<file path="src/shared/tbr_regs.svh">
/*
  Constants of the tag read command: codes, record layout,
  key selector fields and result codes.
  Assumes inclusion by the design files that need it.
*/
`ifndef TBR_REGS_SVH
`define TBR_REGS_SVH

// command codes
`define TBR_CMD_NOP 8'h00
`define TBR_CMD_READ_BLOCK 8'h02

// parameter record byte offsets
`define TBR_PAR_BLOCK 4'h0
`define TBR_PAR_COUNT 4'h1
`define TBR_PAR_OFFSET 4'h2
`define TBR_PAR_KEYSEL 4'h3
`define TBR_PAR_KEY 4'h4
`define TBR_PAR_BYTES 10
`define TBR_KEY_BYTES 6

// key selector fields
`define TBR_SEL_KEYB_BIT 7
`define TBR_SEL_INLINE_BIT 6
`define TBR_SEL_IDX_W 6
`define TBR_KEY_MAX 6'h27

// tag block size in bytes
`define TBR_BLK_BYTES 16

// result codes
`define TBR_RES_NONE 8'h00
`define TBR_RES_AUTH_FAIL 8'h01
`define TBR_RES_READ_FAIL 8'h02
`define TBR_RES_BAD_PARAM 8'h03
`define TBR_RES_UNKNOWN 8'h04

`endif

</file>
<file path="src/shared/tbr_pkg.sv">
/*
  Types of the multi-block tag read command block.
  Assumes nothing beyond a SystemVerilog compiler.
*/
package tbr_pkg;

    // command sequencer states
    typedef enum logic [3:0] {
        ST_IDLE,
        ST_PARSE,
        ST_LOADKEY,
        ST_AUTH,
        ST_AUTH_WAIT,
        ST_READ,
        ST_READ_WAIT,
        ST_COMMIT,
        ST_NEXT,
        ST_FINISH
    } tbr_state_e;

endpackage

</file>
<file path="src/design/tbr_byte_fifo.sv">
/*
  Small synchronous FIFO with valid/ready on both sides.
  Assumes one clock; ready and valid come from flip-flops.
*/
module tbr_byte_fifo #(
    parameter int WIDTH = 8,
    parameter int DEPTH = 4
) (
    // clock and reset
    input wire logic clk,
    input wire logic reset_n,
    // fill side
    input wire logic inValid,
    input wire logic [WIDTH-1:0] inData,
    output logic inReady,
    // drain side
    output logic outValid,
    output logic [WIDTH-1:0] outData,
    input wire logic outReady
);
    localparam int AW = (DEPTH > 1) ? $clog2(DEPTH) : 1;
    localparam int CW = $clog2(DEPTH + 1);

    logic [WIDTH-1:0] memQ [DEPTH];
    logic [AW-1:0] wrPtrQ;
    logic [AW-1:0] rdPtrQ;
    logic [CW-1:0] countQ;
    logic [CW-1:0] countD;
    logic push;
    logic pop;

    function automatic logic [AW-1:0] nextPtr(input logic [AW-1:0] p);
        return (p == AW'(DEPTH - 1)) ? '0 : p + 1'b1;
    endfunction

    assign push = inValid && inReady;
    assign pop = outValid && outReady;
    assign outData = memQ[rdPtrQ];

    // occupancy after this cycle's push and pop
    always_comb begin
        countD = countQ;
        if (push && !pop) begin
            countD = countQ + 1'b1;
        end else if (pop && !push) begin
            countD = countQ - 1'b1;
        end
    end

    // storage, no reset needed for data
    always_ff @(posedge clk) begin
        if (push) begin
            memQ[wrPtrQ] <= inData;
        end
    end

    // pointers and registered flags
    always_ff @(posedge clk or negedge reset_n) begin
        if (!reset_n) begin
            wrPtrQ <= '0;
            rdPtrQ <= '0;
            countQ <= '0;
            inReady <= 1'b0;
            outValid <= 1'b0;
        end else begin
            if (push) wrPtrQ <= nextPtr(wrPtrQ);
            if (pop) rdPtrQ <= nextPtr(rdPtrQ);
            countQ <= countD;
            inReady <= (countD != CW'(DEPTH));
            outValid <= (countD != '0);
        end
    end
endmodule

</file>
<file path="src/design/tbr_key_store.sv">
/*
  Stored authentication keys, one write port, registered read.
  Assumes the host loads keys before issuing commands.
*/
module tbr_key_store #(
    parameter int NKEYS = 40,
    parameter int KEYW = 48,
    parameter int IW = 6
) (
    // clock and reset
    input wire logic clk,
    input wire logic reset_n,
    // load port
    input wire logic wrEn,
    input wire logic [IW-1:0] wrIdx,
    input wire logic [KEYW-1:0] wrData,
    // lookup port, one cycle latency
    input wire logic [IW-1:0] rdIdx,
    output logic [KEYW-1:0] rdData
);
    logic [KEYW-1:0] memQ [NKEYS];

    // out-of-range indices are dropped on write
    always_ff @(posedge clk) begin
        if (wrEn && (int'(wrIdx) < NKEYS)) begin
            memQ[wrIdx] <= wrData;
        end
    end

    // out-of-range lookup reads as zero
    always_ff @(posedge clk or negedge reset_n) begin
        if (!reset_n) begin
            rdData <= '0;
        end else if (int'(rdIdx) < NKEYS) begin
            rdData <= memQ[rdIdx];
        end else begin
            rdData <= '0;
        end
    end
endmodule

</file>
<file path="src/design/tbr_read_cmd.sv">
/*
  Multi-block tag read command: takes the command code and the
  parameter record from the host, authenticates each tag sector,
  reads blocks through a byte FIFO, stages each block and copies it
  into the data buffer, then posts a result code.
  Assumes tag engine and host run on clk, and that the engine
  reports block done only after its last byte was accepted.
*/
// Notes on behaviour
// - command code 0x02 starts the multi-block tag read
// - record: block, count, offset, key selector, then six key bytes
// - low six selector bits index stored keys 0 to 39
// - selector bit 7 picks key B, else key A
// - selector bit 6 takes the key inline from the record
// - inline key is least significant byte first
// - authenticate the first block's sector before any read
// - failed authentication posts its error and ends the command
// - read first block, then following blocks while count exceeds one
// - a block in a new sector is authenticated with the same key
// - on success bytes land contiguously from offset, result no error
// - a block read failure posts an error result
// - busy output held low while parsing and executing
// - result updated at the end of every command
`include "tbr_regs.svh"
module tbr_read_cmd
    import tbr_pkg::*;
#(
    parameter int BUF_LEN = 256,
    parameter int BUF_AW = 8,
    parameter int SECTOR_BLOCKS = 4,
    parameter int FIFO_DEPTH = 4,
    parameter int NKEYS = 40
) (
    // clock and reset
    input wire logic clk,
    input wire logic reset_n,
    // host command, parameter record and key loading
    input wire logic cmdWrEn,
    input wire logic [7:0] cmdWrData,
    input wire logic paramWrEn,
    input wire logic [3:0] paramWrAddr,
    input wire logic [7:0] paramWrData,
    input wire logic keyWrEn,
    input wire logic [5:0] keyWrIdx,
    input wire logic [47:0] keyWrData,
    // host status
    output logic moduleBusyLow,
    output logic [7:0] resultCode,
    output logic resultStrobe,
    // tag engine requests
    output logic tagCmdValid,
    output logic tagCmdAuth,
    output logic tagCmdKeyB,
    output logic [7:0] tagCmdBlock,
    output logic [47:0] tagCmdKey,
    input wire logic tagCmdReady,
    input wire logic tagDoneValid,
    input wire logic tagDoneOk,
    // tag read data stream
    input wire logic tagByteValid,
    input wire logic [7:0] tagByte,
    output logic tagByteReady,
    // data buffer write port
    output logic bufWrEn,
    output logic [BUF_AW-1:0] bufWrAddr,
    output logic [7:0] bufWrData
);
    localparam int SW = (SECTOR_BLOCKS > 1) ? $clog2(SECTOR_BLOCKS) : 0;

    tbr_state_e stateQ;
    logic [7:0] cmdQ;
    logic [7:0] paramQ [`TBR_PAR_BYTES];
    logic [7:0] blkQ;
    logic [7:0] remainQ;
    logic [7:0] errQ;
    logic [47:0] keyQ;
    logic keyBQ;
    logic [7:0] stageQ [`TBR_BLK_BYTES];
    logic [4:0] stageCntQ;
    logic doneSeenQ;
    logic doneOkQ;
    logic [3:0] commitIdxQ;
    logic [BUF_AW-1:0] wrPtrQ;
    logic [47:0] keyRdData;
    logic fifoOutValid;
    logic [7:0] fifoOutData;
    logic fifoOutReady;
    logic [7:0] keySel;
    logic handshake;

    // end of the requested buffer range, one past the last byte
    function automatic logic [12:0] rangeEnd(input logic [7:0] offs,
                                             input logic [7:0] cnt);
        return {5'h00, offs} + {1'b0, cnt, 4'h0};
    endfunction

    // tag sector that holds a block
    function automatic logic [7:0] sectorOf(input logic [7:0] blk);
        return blk >> SW;
    endfunction

    assign keySel = paramQ[`TBR_PAR_KEYSEL];
    assign handshake = tagCmdValid && tagCmdReady;
    // drain only while a block is being collected
    assign fifoOutReady = (stateQ == ST_READ_WAIT);

    // stored keys, looked up by the selector's low bits
    tbr_key_store #(
        .NKEYS(NKEYS),
        .KEYW(48),
        .IW(`TBR_SEL_IDX_W)
    ) keyStore (
        .clk(clk),
        .reset_n(reset_n),
        .wrEn(keyWrEn),
        .wrIdx(keyWrIdx),
        .wrData(keyWrData),
        .rdIdx(keySel[`TBR_SEL_IDX_W-1:0]),
        .rdData(keyRdData)
    );

    // tag bytes pass a small FIFO; a full FIFO stalls the tag engine
    tbr_byte_fifo #(
        .WIDTH(8),
        .DEPTH(FIFO_DEPTH)
    ) byteFifo (
        .clk(clk),
        .reset_n(reset_n),
        .inValid(tagByteValid),
        .inData(tagByte),
        .inReady(tagByteReady),
        .outValid(fifoOutValid),
        .outData(fifoOutData),
        .outReady(fifoOutReady)
    );

    // parameter record, writable only while idle
    always_ff @(posedge clk or negedge reset_n) begin
        if (!reset_n) begin
            for (int i = 0; i < `TBR_PAR_BYTES; i++) begin
                paramQ[i] <= 8'h00;
            end
        end else if (stateQ == ST_IDLE && paramWrEn &&
                     int'(paramWrAddr) < `TBR_PAR_BYTES) begin
            paramQ[paramWrAddr] <= paramWrData;
        end
    end

    // command sequencer
    always_ff @(posedge clk or negedge reset_n) begin
        if (!reset_n) begin
            stateQ <= ST_IDLE;
            cmdQ <= 8'h00;
            blkQ <= 8'h00;
            remainQ <= 8'h00;
            errQ <= `TBR_RES_NONE;
            keyQ <= 48'h0;
            keyBQ <= 1'b0;
        end else begin
            case (stateQ)
                ST_IDLE: begin
                    if (cmdWrEn) begin
                        cmdQ <= cmdWrData;
                        stateQ <= ST_PARSE;
                    end
                end
                ST_PARSE: begin
                    if (cmdQ == `TBR_CMD_READ_BLOCK) begin
                        // guard against a bad record rather than trust it
                        if (paramQ[`TBR_PAR_COUNT] == 8'h00 ||
                            rangeEnd(paramQ[`TBR_PAR_OFFSET],
                                     paramQ[`TBR_PAR_COUNT]) >
                            13'(BUF_LEN)) begin
                            errQ <= `TBR_RES_BAD_PARAM;
                            stateQ <= ST_FINISH;
                        end else begin
                            stateQ <= ST_LOADKEY;
                        end
                    end else if (cmdQ == `TBR_CMD_NOP) begin
                        errQ <= `TBR_RES_NONE;
                        stateQ <= ST_FINISH;
                    end else begin
                        errQ <= `TBR_RES_UNKNOWN;
                        stateQ <= ST_FINISH;
                    end
                end
                ST_LOADKEY: begin
                    keyBQ <= keySel[`TBR_SEL_KEYB_BIT];
                    blkQ <= paramQ[`TBR_PAR_BLOCK];
                    remainQ <= paramQ[`TBR_PAR_COUNT];
                    if (keySel[`TBR_SEL_INLINE_BIT]) begin
                        for (int i = 0; i < `TBR_KEY_BYTES; i++) begin
                            keyQ[8*i +: 8] <= paramQ[`TBR_PAR_KEY + i];
                        end
                        stateQ <= ST_AUTH;
                    end else if (keySel[`TBR_SEL_IDX_W-1:0] >
                                 `TBR_KEY_MAX) begin
                        errQ <= `TBR_RES_BAD_PARAM;
                        stateQ <= ST_FINISH;
                    end else begin
                        keyQ <= keyRdData;
                        stateQ <= ST_AUTH;
                    end
                end
                ST_AUTH: begin
                    if (handshake) stateQ <= ST_AUTH_WAIT;
                end
                ST_AUTH_WAIT: begin
                    if (tagDoneValid) begin
                        if (tagDoneOk) begin
                            stateQ <= ST_READ;
                        end else begin
                            errQ <= `TBR_RES_AUTH_FAIL;
                            stateQ <= ST_FINISH;
                        end
                    end
                end
                ST_READ: begin
                    if (handshake) stateQ <= ST_READ_WAIT;
                end
                ST_READ_WAIT: begin
                    // wait until the FIFO is drained so no byte is left
                    if (doneSeenQ && !fifoOutValid) begin
                        if (doneOkQ &&
                            stageCntQ == 5'(`TBR_BLK_BYTES)) begin
                            stateQ <= ST_COMMIT;
                        end else begin
                            errQ <= `TBR_RES_READ_FAIL;
                            stateQ <= ST_FINISH;
                        end
                    end
                end
                ST_COMMIT: begin
                    if (commitIdxQ == 4'(`TBR_BLK_BYTES - 1)) begin
                        stateQ <= ST_NEXT;
                    end
                end
                ST_NEXT: begin
                    remainQ <= remainQ - 8'h01;
                    if (remainQ == 8'h01) begin
                        errQ <= `TBR_RES_NONE;
                        stateQ <= ST_FINISH;
                    end else begin
                        blkQ <= blkQ + 8'h01;
                        if (sectorOf(blkQ + 8'h01) != sectorOf(blkQ)) begin
                            stateQ <= ST_AUTH;
                        end else begin
                            stateQ <= ST_READ;
                        end
                    end
                end
                ST_FINISH: begin
                    stateQ <= ST_IDLE;
                end
                default: begin
                    stateQ <= ST_IDLE;
                end
            endcase
        end
    end

    // tag engine request, held until the engine accepts it
    always_ff @(posedge clk or negedge reset_n) begin
        if (!reset_n) begin
            tagCmdValid <= 1'b0;
            tagCmdAuth <= 1'b0;
            tagCmdKeyB <= 1'b0;
            tagCmdBlock <= 8'h00;
            tagCmdKey <= 48'h0;
        end else if (handshake) begin
            tagCmdValid <= 1'b0;
        end else if (!tagCmdValid &&
                     (stateQ == ST_AUTH || stateQ == ST_READ)) begin
            tagCmdValid <= 1'b1;
            tagCmdAuth <= (stateQ == ST_AUTH);
            tagCmdKeyB <= keyBQ;
            tagCmdBlock <= blkQ;
            tagCmdKey <= keyQ;
        end
    end

    // staging of one block; bytes beyond a block are dropped
    always_ff @(posedge clk or negedge reset_n) begin
        if (!reset_n) begin
            stageCntQ <= 5'h00;
            doneSeenQ <= 1'b0;
            doneOkQ <= 1'b0;
        end else if (stateQ == ST_READ) begin
            stageCntQ <= 5'h00;
            doneSeenQ <= 1'b0;
            doneOkQ <= 1'b0;
        end else if (stateQ == ST_READ_WAIT) begin
            if (fifoOutValid && stageCntQ < 5'(`TBR_BLK_BYTES)) begin
                stageCntQ <= stageCntQ + 5'h01;
            end
            if (tagDoneValid) begin
                doneSeenQ <= 1'b1;
                doneOkQ <= tagDoneOk;
            end
        end
    end

    // staging storage, data only
    always_ff @(posedge clk) begin
        if (stateQ == ST_READ_WAIT && fifoOutValid &&
            stageCntQ < 5'(`TBR_BLK_BYTES)) begin
            stageQ[stageCntQ[3:0]] <= fifoOutData;
        end
    end

    // copy a verified block into the buffer, a byte a cycle;
    // a failed block never reaches here, so the buffer keeps old data
    always_ff @(posedge clk or negedge reset_n) begin
        if (!reset_n) begin
            bufWrEn <= 1'b0;
            bufWrAddr <= '0;
            bufWrData <= 8'h00;
            commitIdxQ <= 4'h0;
            wrPtrQ <= '0;
        end else if (stateQ == ST_LOADKEY) begin
            bufWrEn <= 1'b0;
            wrPtrQ <= BUF_AW'(paramQ[`TBR_PAR_OFFSET]);
        end else if (stateQ == ST_COMMIT) begin
            bufWrEn <= 1'b1;
            bufWrAddr <= wrPtrQ;
            bufWrData <= stageQ[commitIdxQ];
            wrPtrQ <= wrPtrQ + 1'b1;
            commitIdxQ <= commitIdxQ + 4'h1;
        end else begin
            bufWrEn <= 1'b0;
            commitIdxQ <= 4'h0;
        end
    end

    // busy line and result posting
    always_ff @(posedge clk or negedge reset_n) begin
        if (!reset_n) begin
            moduleBusyLow <= 1'b1;
            resultCode <= `TBR_RES_NONE;
            resultStrobe <= 1'b0;
        end else begin
            resultStrobe <= 1'b0;
            if (stateQ == ST_IDLE && cmdWrEn) begin
                moduleBusyLow <= 1'b0;
            end else if (stateQ == ST_FINISH) begin
                moduleBusyLow <= 1'b1;
                resultCode <= errQ;
                resultStrobe <= 1'b1;
            end
        end
    end
endmodule

</file>
<file path="config.mk">
export PLATFORM = sky130hd
export DESIGN_NAME = tbr_read_cmd
export DESIGN_NICKNAME = d
export VERILOG_FILES = /design/src/shared/tbr_pkg.sv /design/src/design/tbr_byte_fifo.sv /design/src/design/tbr_key_store.sv /design/src/design/tbr_read_cmd.sv
export VERILOG_INCLUDE_DIRS = /design/src /design/src/shared
export SDC_FILE = /design/constraint.sdc
export NUM_CORES = 2
export LEC_CHECK = 0
export BUFFER_PORTS_ARGS = -buffer_cell sky130_fd_sc_hd__buf_2
export CAP_MARGIN = 25
export CORE_MARGIN = 3
export CORE_UTILIZATION = 50
export DETAILED_ROUTE_END_ITERATION = 12
export GPL_TIMING_DRIVEN = 1
export HOLD_SLACK_MARGIN = 0.15
export MAX_ROUTING_LAYER = met4
export PLACE_DENSITY_LB_ADDON = 0.2
export SYNTH_ARGS = -nofsm -noshare
export SYNTH_HDL_FRONTEND = slang
export SYNTH_SLANG_ARGS = --single-unit
</file>
<file path="constraint.sdc">
create_clock -name clk -period 2.8 [get_ports clk]
set_input_delay 0.14 -clock clk [delete_from_list [all_inputs] [get_ports clk]]
set_output_delay 0.14 -clock clk [all_outputs]
set_load 0.03 [all_outputs]
</file>
==> out/summary.txt <==
Status: finished clean
Largest family of logic cells by synthesized area: multiplexers
Clock Latency Late Sink: 860 ps
Total iterations of the first detailed-routing run: 6
Synth area leaders: edfxtp_1, mux4_2, dfrtp_1, mux2_2, mux2i_1
Post-synthesis compound-gate area fraction: 1.54%
Detailed-route via count: 45,700
Clock transition at path regs: 60 ps
Htree depth: 4
Initial drt markers: 5,356
Maximum vdd ir drop: 662 µV
Final Hold Viols: 0
Worst-margin pin slew: 880 ps
Initial core utilization: 50.6%
# setup viols final: 0
Post-synthesis sequential area ratio: 76.5%
CORE AREA: 0.182 mm²
Share of the cycle needed by the critical path after routing: 96.1%
Initial antenna violation count: 14
Worst path buffer plus inverter count: 0
Flops & latches, synth: 2,397
Mux cell area share after synthesis: 18.2%
Minimum clock period: 2690 ps
Avg Cell Area, Syn: 21.7 µm²
Clock skew: 22.8 ps
Critical Path Max Stage Delay: 480 ps
P_leak: 35.0 nW
Crit path top cell by count: a21oi_2
Register area: 0.0704 mm²
Final GP Congestion: 0.828
Top cell type's share of synthesized area: 67.9%
Hold depth: 5
Post-synthesis adder-cell area fraction: 0.315%
Sinks on Clock Net: 2,397
Layout cells sized above 1: 31.5%
WS Path Type: register to register
Slew Limit Headroom: 41.3%
Largest net degree at the start of global routing: 98
Worst hold margin: 245 ps
XOR/XNOR Fraction of Synth Area: 0.0952%
Final WL: 233,000 µm
Gate Count Post-Synth: 4,246
Asr flop ratio synth: 13.2%
Clock buffer depth: 3
Multi-input gate area: 0.0209 mm²
I/O Pins: 178
First-pass GRT wire length: 337,000 µm
CP startpoint kind: register
Clock root buffer: clkbuf_16
Arrival time at the worst endpoint: 3420 ps
Reg2Reg Depth: 8
Remaining DRCs: 0
Area leader, netlist: edfxtp_1
Total congestion overflow: 0
Most frequent cells in the layout: edfxtp_1, mux4_2, dfrtp_1, clkbuf_16, buf_2
IO buf count: 172
Final core utilization: 58.7%
Synthesized area: 0.0920 mm²
Drt via density: 6.16
Max FO, Critical Path: 3
Final slew viol count: 0
Cell depth of the worst setup path: 8
Overall Power: 93.1 mW
CTS tree: done
RSZ-0062 raised after global routing: no
GRT Util Overall: 25.6%
WL per Instance: 31.3 µm
Post-CTS setup buffers: 0
Cell Rows: 156
F_max: 0.372 GHz
Critical-path top delay cell: or3b_2
DP Wirelength: 129,000 µm
Worst Hold Class: input pin to register
Post-synth EDFFs: 2,080
CP Capture Type: register
Synth Flop Type: edfxtp_1
DIE AREA: 0.189 mm²
Max-Cap Viols: 0
P&R area growth vs syn: 16.0%
Vias in the first global route: 45,900
Worst-path cell chain: ha_2, fa_2, a21oi_2, nor3_1, or3b_2, a2111oi_4, a21oi_2, mux2_1
Ys Warns: 0
Worst path top cell family by delay: compound AO/OA/AOI/OAI gates
Setup TNS: 0 ps
Nets: 4,877
Num CTS Buffers: 231
Cell variety after synth: 67
Die span in y: 435 µm
Simple-Gate Fraction of Synth Area: 2.24%
Commonest non-fill, non-tap cell in the layout: edfxtp_1
Required @ worst endpoint: 3530 ps
PwrDens: 872 mW/mm²
Fillers: 13,100
Die X-Extent: 435 µm
Antenna-violating nets left: 0
==> state kept, by name (all words and copies together), names as in the netlist, 5 cells and up <==
| name | count |
|---|---|
| byteFifo.memQ | 32 |
| cmdQ | 8 |
| bufWrAddr | 8 |
| keyQ | 48 |
| stageCntQ | 5 |
| tagCmdBlock | 8 |
| keyStore.memQ | 1920 |
| remainQ | 8 |
| keySel | 8 |
| paramQ | 72 |
| stageQ | 128 |
| bufWrData | 8 |
| wrPtrQ | 8 |
| keyStore.rdData | 48 |
| tagCmdKey | 48 |
| blkQ | 8 |
==> cells in the mapped netlist (all sizes together), types with 7 or more instances <==
library cell / instances
a211oi: 7
nand2: 147
nor2: 143
mux2i: 98
a21oi: 71
and3: 13
inv: 20
nand3: 67
nor3: 16
nand2b: 14
mux2: 151
mux4: 624
clkbuf: 104
o21ai: 127
dfrtp: 316
buf: 125
edfxtp: 2080
ha: 20
==> worst min-delay path, delay by kind of cell <==
kind | cells | cell delay [ps]
buffers and inverters | 2 | 660
AOI/OAI and AO/OA | 1 | 100
and+or+nand+nor | 2 | 140
==> report_power, final <==
part | switching [mW] | internal [mW] | total, mW
Sequential | 2.05 | 41.4 | 43.4
Clock | 13.0 | 17.1 | 30.1
Combinational | 10.2 | 9.33 | 19.6
Total | 25.3 | 67.8 | 93.1
==> worst paths after layout <==
path                         startpoint             endpoint  slack (ps)
max                          paramQ[60]              errQ[1]         110
min                         tagCmdReady          tagCmdValid         240
max reg2reg                  paramQ[60]              errQ[1]         110
min reg2reg                bufWrData[7]         bufWrData[7]         470
max in group asynchronous       reset_n  keyStore.rdData[12]        1440
min in group asynchronous       reset_n       tagCmdBlock[0]         450
==> repair_timing <==
action / CTS / global route
setup endpoints to repair: 0 / 4
resized for setup: 0 / 3
endpoints found under the hold margin: 2407 / 0
hold buffers: 112 / 0
==> final cells by class <==
type	instances	share of cell area, %
repair buffers	511	4.60
multi-input cells	1604	19.6
diodes	8	0.0188
clock buffers	327	6.00
flip-flops and latches	2397	66.0
clock inverters	104	0.856
inverters	20	0.0727
well taps	2449	2.87
==> through the flow <==
stage | instances | worst slack (ps) | cell area (µm²)
after global placement | 6869 | 71.2 | 98300
after CTS | 7412 | 64.6 | 107000
after floorplan | 4250 | -362 | 92100
final | 7420 | 109 | 107000
after global routing | 7419 | 29.8 | 107000
after detailed placement | 6869 | 90.2 | 98300
==> logic make-up after synthesis <==
| group | Yosys count |
|---|---|
| AOI/OAI and AO/OA | 248 |
| xor gates and xnor gates | 10 |
| adders and majority gates | 23 |
| buffers and inverters | 249 |
| DFF | 2397 |
| muxes | 873 |
| other | 1 |
| and+or+nand+nor | 445 |
==> routing by layer <==
layer  vias up  wire (µm)  GRT usage (%)
li1      18600          -              -
met1     24900      94900           36.0
met2      1950     115000           40.0
met3       326      18200           4.11
met4         0       4930           5.91
met5         -          0              -
No activity file was read; power rests on OpenSTA's default activity.
